$ cat config.mk
export PLATFORM = sky130hd
export DESIGN_NAME = remote_local_interface
export DESIGN_NICKNAME = d
export VERILOG_FILES = /design/src/hw/remote_local_pkg.sv /design/src/hw/remote_local_interface.sv
export VERILOG_INCLUDE_DIRS = /design/src /design/src/hw
export SDC_FILE = /design/constraint.sdc
export NUM_CORES = 1
export LEC_CHECK = 0
export BUFFER_PORTS_ARGS = -buffer_cell sky130_fd_sc_hd__buf_4
export CORE_ASPECT_RATIO = 1.1
export CORE_UTILIZATION = 40
export DETAILED_ROUTE_END_ITERATION = 10
export HOLD_SLACK_MARGIN = 0.12
export PLACE_DENSITY = 0.79
export SYNTH_ARGS = -nofsm -noshare
export SYNTH_HDL_FRONTEND = slang
export SYNTH_SLANG_ARGS = --single-unit
export TNS_END_PERCENT = 50
$ cat constraint.sdc
create_clock -name ref_clk -period 1.6 [get_ports ref_clk]
set_input_delay 0.24 -clock ref_clk [delete_from_list [all_inputs] [get_ports ref_clk]]
set_output_delay 0.24 -clock ref_clk [all_outputs]
set_load 0.02 [all_outputs]
$ cat src/hw/remote_local_defs.svh
`ifndef REMOTE_LOCAL_DEFS_SVH
`define REMOTE_LOCAL_DEFS_SVH
`define MY_ADDR_DEFAULT     5'h1C
`define CMD_ADDR_MASK       8'h60
`define CMD_LISTEN_GROUP    8'h20
`define CMD_TALK_GROUP      8'h40
`define CMD_UNLISTEN        8'h3F
`define CMD_UNTALK          8'h5F
`define CMD_LLO             8'h11
`define CMD_DCL             8'h14
`define CMD_SDC             8'h04
`define CMD_SPE             8'h18
`define CMD_SPD             8'h19
`define CHAR_MEAS_PREFIX    8'h4D
`define CHAR_RATIO_DIGIT    8'h32
`define SPECIAL_SERIAL_POLL 16'h0613
`define STATUS_RESET        8'h00
`endif

$ cat src/hw/remote_local_pkg.sv
`default_nettype none
package remote_local_pkg;
    typedef enum logic [1:0] {
        MEAS_AC_LEVEL = 2'b00,
        MEAS_RATIO    = 2'b01,
        MEAS_OTHER    = 2'b10
    } meas_e;
    typedef struct packed {
        logic       valid;
        logic       atn;
        logic [7:0] data;
    } bus_byte_s;
    typedef struct packed {
        logic remote;
        logic addressed;
        logic lockout;
        logic serial_poll;
    } ind_s;
endpackage : remote_local_pkg
`default_nettype wire

$ cat src/hw/remote_local_interface.sv
// Contract
// - Lockout in remote ignores local key
// - REN false leaves remote, clears lockout
// - Ratio code while remote listener selects ratio
// - Device clear selects AC level, keeps state
// - Abort drops listener and addressed indication
// - Abort alone keeps remote
// - After REN false, talk address gives local
// - Abort drops talker; with REN false, indications go off
// - Poll enable command sets poll flag
// - Abort clears serial poll flag
// - Polled talker returns status byte
// - Remote on own listen address with REN
// - Lockout in remote disables all front panel keys
// - Universal commands work when unaddressed
`timescale 1ns/100ps
`default_nettype none
`include "remote_local_defs.svh"
module remote_local_interface
    import remote_local_pkg::*;
#(
    parameter logic [4:0] MY_ADDR = `MY_ADDR_DEFAULT
) (
    input  wire logic       ref_clk,
    input  wire logic       rst,
    input  wire bus_byte_s  rx,
    input  wire logic       ren,
    input  wire logic       ifc,
    input  wire logic       local_key,
    input  wire logic [15:0] special_function_key,
    input  wire logic       special_key_strobe,
    input  wire logic [7:0] service_status,
    input  wire logic       talk_req,
    output var  ind_s       ind,
    output var  logic       addressed,
    output var  logic       keys_disabled,
    output var  meas_e      meas,
    output var  logic [7:0] status_byte,
    output var  logic       status_valid,
    output var  logic [3:0] special_readout
);
    logic       listen_reg;
    logic       talk_reg;
    logic       remote_reg;
    logic       lockout_reg;
    logic       spoll_reg;
    logic       prefix_reg;
    logic       listen_next;
    logic       talk_next;
    logic       remote_next;
    logic       lockout_next;
    logic       spoll_next;
    logic       prefix_next;
    meas_e      meas_next;
    logic [3:0] readout_next;

    wire cmd        = rx.valid && rx.atn;
    wire data       = rx.valid && !rx.atn;
    wire [7:0] grp  = rx.data & `CMD_ADDR_MASK;
    wire my_listen  = cmd && grp == `CMD_LISTEN_GROUP && rx.data[4:0] == MY_ADDR;
    wire oth_listen = cmd && grp == `CMD_LISTEN_GROUP && rx.data[4:0] != MY_ADDR;
    wire my_talk    = cmd && grp == `CMD_TALK_GROUP && rx.data[4:0] == MY_ADDR;
    wire oth_talk   = cmd && grp == `CMD_TALK_GROUP && rx.data[4:0] != MY_ADDR;
    wire unlisten   = cmd && rx.data == `CMD_UNLISTEN;
    wire untalk     = cmd && rx.data == `CMD_UNTALK;
    wire dev_clear  = cmd && (rx.data == `CMD_DCL || (rx.data == `CMD_SDC && listen_reg));
    wire key_ok     = !(remote_reg && lockout_reg);
    wire local_go   = local_key && key_ok;

    always_comb begin
        listen_next = listen_reg;
        talk_next   = talk_reg;
        if (my_listen) listen_next = 1'b1;
        else if (oth_listen || unlisten) listen_next = 1'b0;
        if (my_talk) begin
            talk_next   = 1'b1;
            listen_next = 1'b0;
        end else if (oth_talk || untalk) begin
            talk_next = 1'b0;
        end
        if (my_listen) talk_next = 1'b0;
        if (ifc) begin
            listen_next = 1'b0;
            talk_next   = 1'b0;
        end
    end

    always_comb begin
        remote_next = remote_reg;
        if (ren && my_listen) remote_next = 1'b1;
        if (!ren || local_go) remote_next = 1'b0;
    end

    // Lockout latched regardless of addressing; only REN false lifts it
    assign lockout_next = !ren ? 1'b0 : ((cmd && rx.data == `CMD_LLO) ? 1'b1 : lockout_reg);

    always_comb begin
        spoll_next = spoll_reg;
        if (cmd && rx.data == `CMD_SPE) spoll_next = 1'b1;
        if (cmd && rx.data == `CMD_SPD) spoll_next = 1'b0;
        if (ifc) spoll_next = 1'b0;
    end

    // Two-character code parsed from consecutive data bytes
    assign prefix_next = data && listen_reg ? (rx.data == `CHAR_MEAS_PREFIX) : prefix_reg;

    always_comb begin
        meas_next = meas;
        if (data && listen_reg && remote_reg && prefix_reg && rx.data == `CHAR_RATIO_DIGIT)
            meas_next = MEAS_RATIO;
        if (dev_clear) meas_next = MEAS_AC_LEVEL;
    end

    assign readout_next = (special_key_strobe && key_ok &&
                           special_function_key == `SPECIAL_SERIAL_POLL)
                          ? {3'b000, spoll_next} : special_readout;

    always_ff @(posedge ref_clk) begin
        if (rst) begin
            listen_reg      <= 1'b0;
            talk_reg        <= 1'b0;
            remote_reg      <= 1'b0;
            lockout_reg     <= 1'b0;
            spoll_reg       <= 1'b0;
            prefix_reg      <= 1'b0;
            meas            <= MEAS_AC_LEVEL;
            ind             <= '0;
            addressed       <= 1'b0;
            keys_disabled   <= 1'b0;
            status_byte     <= `STATUS_RESET;
            status_valid    <= 1'b0;
            special_readout <= 4'h0;
        end else begin
            listen_reg      <= listen_next;
            talk_reg        <= talk_next;
            remote_reg      <= remote_next;
            lockout_reg     <= lockout_next;
            spoll_reg       <= spoll_next;
            prefix_reg      <= prefix_next;
            meas            <= meas_next;
            ind             <= '{remote_next, listen_next || talk_next, lockout_next, spoll_next};
            addressed       <= listen_next || talk_next;
            keys_disabled   <= remote_next || (remote_next && lockout_next);
            status_byte     <= service_status;
            status_valid    <= talk_next && spoll_next && talk_req;
            special_readout <= readout_next;
        end
    end
endmodule : remote_local_interface
`default_nettype wire

==> results of run 1 <==
[worst max-delay path: stages]
cell,delay [ps]
buf_4,120
nand4b_2,210
or3_4,370
a2111oi_4,350
and3b_1,190
[report_power, final]
part | internal, µW | switching, µW | total, µW
clock | 93.1 | 156 | 249
combinational | 96.6 | 74.0 | 171
sequential | 484 | 3.02 | 487
[cells by family after synthesis]
kind of cell	Yosys count	synth area share
multiplexers	1	0.01114
buffers and inverters	11	0.07939
other	1	0.004174
flip-flops	19	0.4234
AO/OA/AOI/OAI	12	0.1212
AND/OR/NAND/NOR	49	0.3607
[cell usage in the layout, fill, tap and decap left out, types with 2 or more instances in the layout]
master / netlist / layout
buf_4: 8 / 59
dfxtp_1: 19 / 19
nor2b_1: 9 / 9
nand2_1: 8 / 8
nor3_1: 6 / 6
nand2b_1: 4 / 4
nor2_1: 4 / 4
a21oi_1: 4 / 4
conb_1: 1 / 4
nor4b_1: 3 / 3
clkbuf_4: 0 / 3
and3b_1: 2 / 2
inv_1: 2 / 2
nand4_1: 2 / 2
a311oi_1: 2 / 2
[worst max path at each step]
| stage | start | endpoint | slack (ps) | depth (start not counted) |
|---|---|---|---|---|
| floorplan | rx[5] | prefix_reg | 230 | 3 |
| global placement | rx[5] | status_valid | 80 | 5 |
| detailed placement | rx[5] | status_valid | 60 | 5 |
| CTS | rx[5] | status_valid | 380 | 5 |
| global route | listen_reg | meas[0] | 300 | 4 |
| finish | rx[5] | status_valid | 370 | 5 |
[per-layer routing]
metal,vias up,part of all wire
li1,441,-
met1,392,0.40
met2,52,0.51
met3,2,0.079
met4,0,0.0063
met5,-,0
[cell type report]
class,count,area (µm²)
Clock inverter,1,5.005
Tap cell,28,35.03
Clock buffer,3,22.52
Fill cell,166,711.9
Timing Repair Buffer,59,442.9
Sequential cell,19,380.4
Inverter,2,7.507
Multi-Input combinational cell,66,457.9
[metrics by stage]
step                      cell area (µm²)  utilization  std cells  setup WS, ps  hold WS (ps)
after floorplan                     909.6            -         96         226.7         306.6
after global placement               1324       0.6416        174         79.31         448.7
after detailed placement             1324       0.6416        174         56.78         457.1
after CTS                            1351       0.6549        178         379.1         136.9
after global routing                 1351       0.6549        178         297.0         130.7
final                                1351       0.6549        178         371.7         144.3
==> impl_metrics.csv, run 1 <==
group,metric,value,unit
pwr,power,907.1,µW
die,dieArea,0.002440,mm²
die,io_pins,62,
timing,skew,1.529,ps
clock_tree,cts_sinks,19,
die,rows,17,
logic_synthesis,ys.flop_type,"dfxtp_1",
drt,wire_per_inst,11.52,µm
final_layout,largest_reg_flops,8,
hold_path,min_from,"service_status[3]",
timing,hold_viol,0,
logic_synthesis,yosysMostFrequentCell,"dfxtp_1",
die,dieWidth,47.19,µm
clock_tree,clockRootBuffer,"clkbuf_4",
drt,dr.pass1.iters,4,
worst_setup_path,required,1850,ps
drt,wl,2051,µm
hold_path,whs_path_depth,2,
final_layout,regMostFlops,"status_byte",
clock_tree,cts_tree,"done",
grt,grt_overflow,0,
logic_synthesis,synthCells,93,
place,place_congestion,0.7808,
clock_tree,htreeDepth,1,
timing,fmax,814.1,MHz
die,die_height,51.71,µm
clock_tree,post_cts_buffers,0,
die,initial_core_util,0.4354,
worst_setup_path,regToRegEndpoint,"meas[0]",
drt,antenna_left,0,
timing,final.setup.tns,0,ps
timing,rsz0062_at_grt,"no",
status,run_status,"finished clean",
pwr,power.leakage,0.0006216,µW
logic_synthesis,yosysWarningCount,0,
final_layout,fin_nets,192,
run,cap_viol_max_count,0,
logic_synthesis,synth_cell_type_count,33,
grt,antenna_found_initial,0,
clock_tree,insertion_delay,300,ps
grt,grt_pass1_wl,3215,µm
clock_tree,hold_buffers,0,
worst_setup_path,worst-r2r-setup-slack,390,ps
logic_synthesis,syn-mean-instance-area,9.660,µm²
drt,avgViaCountPerCell,4.983,
place,io_buffers,57,
clock_tree,clockBufferDepth,2,
logic_synthesis,syn_area,898.4,µm²
worst_setup_path,r2r_start,"listen_reg",
pwr,p_per_area,671.2,mW/mm²
worst_setup_path,end_kind,"flip-flop",
drt,routed-via-count,887,
timing,finalCriticalPeriod,1228,ps
grt,use_met3,0.04514,
drt,drt_iter0_markers,7,
hold_path,worst_hold_path.endpoint,"status_byte[3]",
clock_tree,cts_made_buffers,3,
place,hpwlAfterDp,1667,µm
timing,slew_violations,0,
worst_setup_path,reg2reg_depth,4,
timing,period_share,0.7677,
drt,drc,0,
logic_synthesis,synth_seq_cells,19,
timing,setup_viol,0,
logic_synthesis,yosys.area.top_type_share,0.4234,
clock_tree,post_cts_resized,0,
logic_synthesis,synth_common_cells,"19 x dfxtp_1, 9 x nor2b_1, 8 x buf_4, 8 x nand2_1, 6 x nor3_1",
pwr,ir_drop,0.0005521,V
worst_setup_path,path_class,"in2reg",
final_layout,layout-drive-gt1-share,0.4467,
grt,busiest_layer,"met2",
final_layout,syn_to_final_growth,50.42,%
logic_synthesis,synth_edf_count,0,
grt,grt_max_degree,18,
logic_synthesis,async_flop_share,0,
grt,grt_use_met2,0.3171,
grt,use_met1,0.2043,
logic_synthesis,ys_seq_area_frac,0.4234,
die,core,0.002063,mm²
worst_setup_path,start_kind,"input pin",
grt,first_global_vias,829,
hold_path,hold_class,"in2reg",
final_layout,antenna_cells,0,
worst_setup_path,worst_ep_arrival_time,1480,ps
worst_setup_path,path_max_fanout,5,
logic_synthesis,synth_largest_area_cell,"dfxtp_1",
grt,grt_util_all_layers,0.1839,
clock_tree,clk_pin_slew,110,ps
logic_synthesis,synth_area_leaders,"dfxtp_1 42%, buf_4 6.7%, nor2b_1 6.3%, nor3_1 3.3%, nand2_1 3.3%",
Power figures use the tool's default switching activity.
==> inputs of run 2 (changes only) <==
clock period = 1.2 ns   (was 1.6 ns; I/O delays follow)
==> impl_metrics.csv, run 2 (same netlist as run 1, synthesis figures left out) <==
group,metric,value,unit
status,run_status,"finished clean",
drt,dr.pass1.iters,4,
final_layout,largest_reg_flops,8,
pwr,p_comb_frac,0.223,
pwr,ir_drop,0.0005855,V
grt,grt_max_degree,18,
final_layout,layout-drive-gt1-share,0.4740,
worst_setup_path,path_cells,"buf_4, nand4b_2, or3_4, a2111oi_4, and3b_1",
die,dieArea,0.002440,mm²
worst_setup_path,path_class,"in2reg",
run,cap_viol_max_count,0,
timing,hold_ws,157.7,ps
timing,hold_viol,0,
clock_tree,cts_tree,"done",
die,core,0.002063,mm²
timing,skew,6.268,ps
clock_tree,htreeDepth,1,
grt,grt_util_all_layers,0.2208,
timing,setup_viol,0,
pwr,pwr-share-seq,0.520,
die,die_height,51.71,µm
place,place_inst,187,
final_layout,mostFrequentLayoutCell,"buf_4",
final_layout,antenna_cells,0,
drt,drt_iter0_markers,15,
die,initial_core_util,0.4354,
place,hpwlAfterDp,1847,µm
worst_setup_path,critPathSlowestCell,"or3_4",
final_layout,final-instance-count-excl-fill,201,
clock_tree,clockBufferDepth,2,
grt,first_global_vias,901,
pwr,power.leakage,0.0007265,µW
worst_setup_path,critical_path_buf_inv_count,1,
drt,route.top_layer_used,"met4",
die,io_pins,62,
clock_tree,cts_made_buffers,3,
timing,final.setup.tns,0,ps
worst_setup_path,start_kind,"input pin",
grt,antenna_found_initial,0,
final_layout,utilization,0.7538,
hold_path,hold_class,"in2reg",
drt,wl_met3,142,µm
worst_setup_path,required,1440,ps
pwr,p_per_area,802.0,mW/mm²
place,io_buffers,57,
drt,routedLengthMet1,953,µm
pwr,swShare,0.2497,
drt,wire_per_inst,12.19,µm
worst_setup_path,worst_ep_arrival_time,1410,ps
worst_setup_path,cp_slowest_stage_delay,370,ps
drt,drc,0,
clock_tree,clk_pin_slew,110,ps
pwr,p_int,935.8,µW
timing,slew_violations,0,
final_layout,regMostFlops,"status_byte",
drt,antenna_left,0,
timing,fmax,858.1,MHz
drt,wl,2451,µm
worst_setup_path,path_max_fanout,3,
final_layout,layout_common_cells,"72 x buf_4, 18 x dfxtp_1, 10 x dlygate4sd3_1",
worst_setup_path,cp_top_family,"simple AND/OR/NAND/NOR gates",
timing,period_share,0.9711,
clock_tree,clockRootBuffer,"clkbuf_4",
die,dieWidth,47.19,µm
worst_setup_path,end_kind,"flip-flop",
drt,met2WireLength,1314,µm
timing,finalCriticalPeriod,1165,ps
clock_tree,insertion_delay,290,ps
pwr,p_switching,311.5,µW
grt,grt_pass1_wl,3767,µm
die,rows,17,
pwr,clockPowerShare,0.257,
final_layout,fillCellCount,168,
grt,grt_overflow,0,
place,place_congestion,0.8307,
final_layout,fin_nets,215,
final_layout,syn_to_final_growth,73.12,%
timing,rsz0062_at_grt,"no",
drt,avgViaCountPerCell,4.940,
clock_tree,cts_sinks,19,
drt,routed-via-count,993,
==> run 2: cell types whose count changed in the layout (fill, tap and decap cells not counted) <==
cell,delta
dlygate4sd3_1,+10
dfxtp_1,-1
nor3_1,-1
buf_4,+13
dfxtp_2,+1
nor3_2,+1
==> run 2: repair_timing <==
action	in CTS	in global routing
hold endpoints to repair	11	1
buffers inserted	0	0
hold buffers	9	1
setup endpoints to repair	0	2
gates resized for setup	0	2
==> run 2: per-stage QoR <==
| step | worst slack (ps) | total power [µW] | instance area (µm²) |
|---|---|---|---|
| floorplan | -113.3 | 749.8 | 909.6 |
| global placement | -260.0 | 906.4 | 1421 |
| detailed placement | -270.6 | 911.8 | 1421 |
| CTS | 36.68 | 1251 | 1539 |
| global route | 5.020 | 1311 | 1555 |
| finish | 34.68 | 1247 | 1555 |
==> run 2: final cells by class <==
cell class | instances | area (µm²) | share of cell area
multi-input cells | 66 | 462.9 | 0.2977
clock buffers | 3 | 22.52 | 0.01448
inverters | 2 | 7.507 | 0.004827
well taps | 28 | 35.03 | 0.02253
repair buffers | 82 | 640.6 | 0.4119
flip-flops and latches | 19 | 381.6 | 0.2454
clock inverters | 1 | 5.005 | 0.003218
==> run 2: worst register-to-register path, stage by stage, from the launching register on <==
cell      delay [ps]
dfxtp_1          350
nand3b_1         140
nor3_2           210
a21oi_1           80
a311oi_1         260
==> run 2: metal layers <==
metal	vias to the layer above	global-route usage
li1	490	-
met1	457	0.2489
met2	42	0.3935
met3	4	0.04167
met4	0	0.08571
met5	-	0
==> run 2: worst paths after layout <==
check / depth (start not counted) / endpoint / slack (ps) / startpoint
max: 5 / status_valid / 30 / rx[5]
min: 4 / remote_reg / 160 / local_key
max reg2reg: 4 / meas[0] / 70 / listen_reg
min reg2reg: 2 / prefix_reg / 470 / prefix_reg
==> run 2: power groups by stage <==
stage          clock network [µW]  registers (µW)  logic (µW)
6_report                      320             649         278
5_1_grt                       361             651         299
4_1_cts                       330             649         272
3_5_place_dp                    0             664         248
3_3_place_gp                    0             663         243
2_1_floorplan                   0             683        67.3
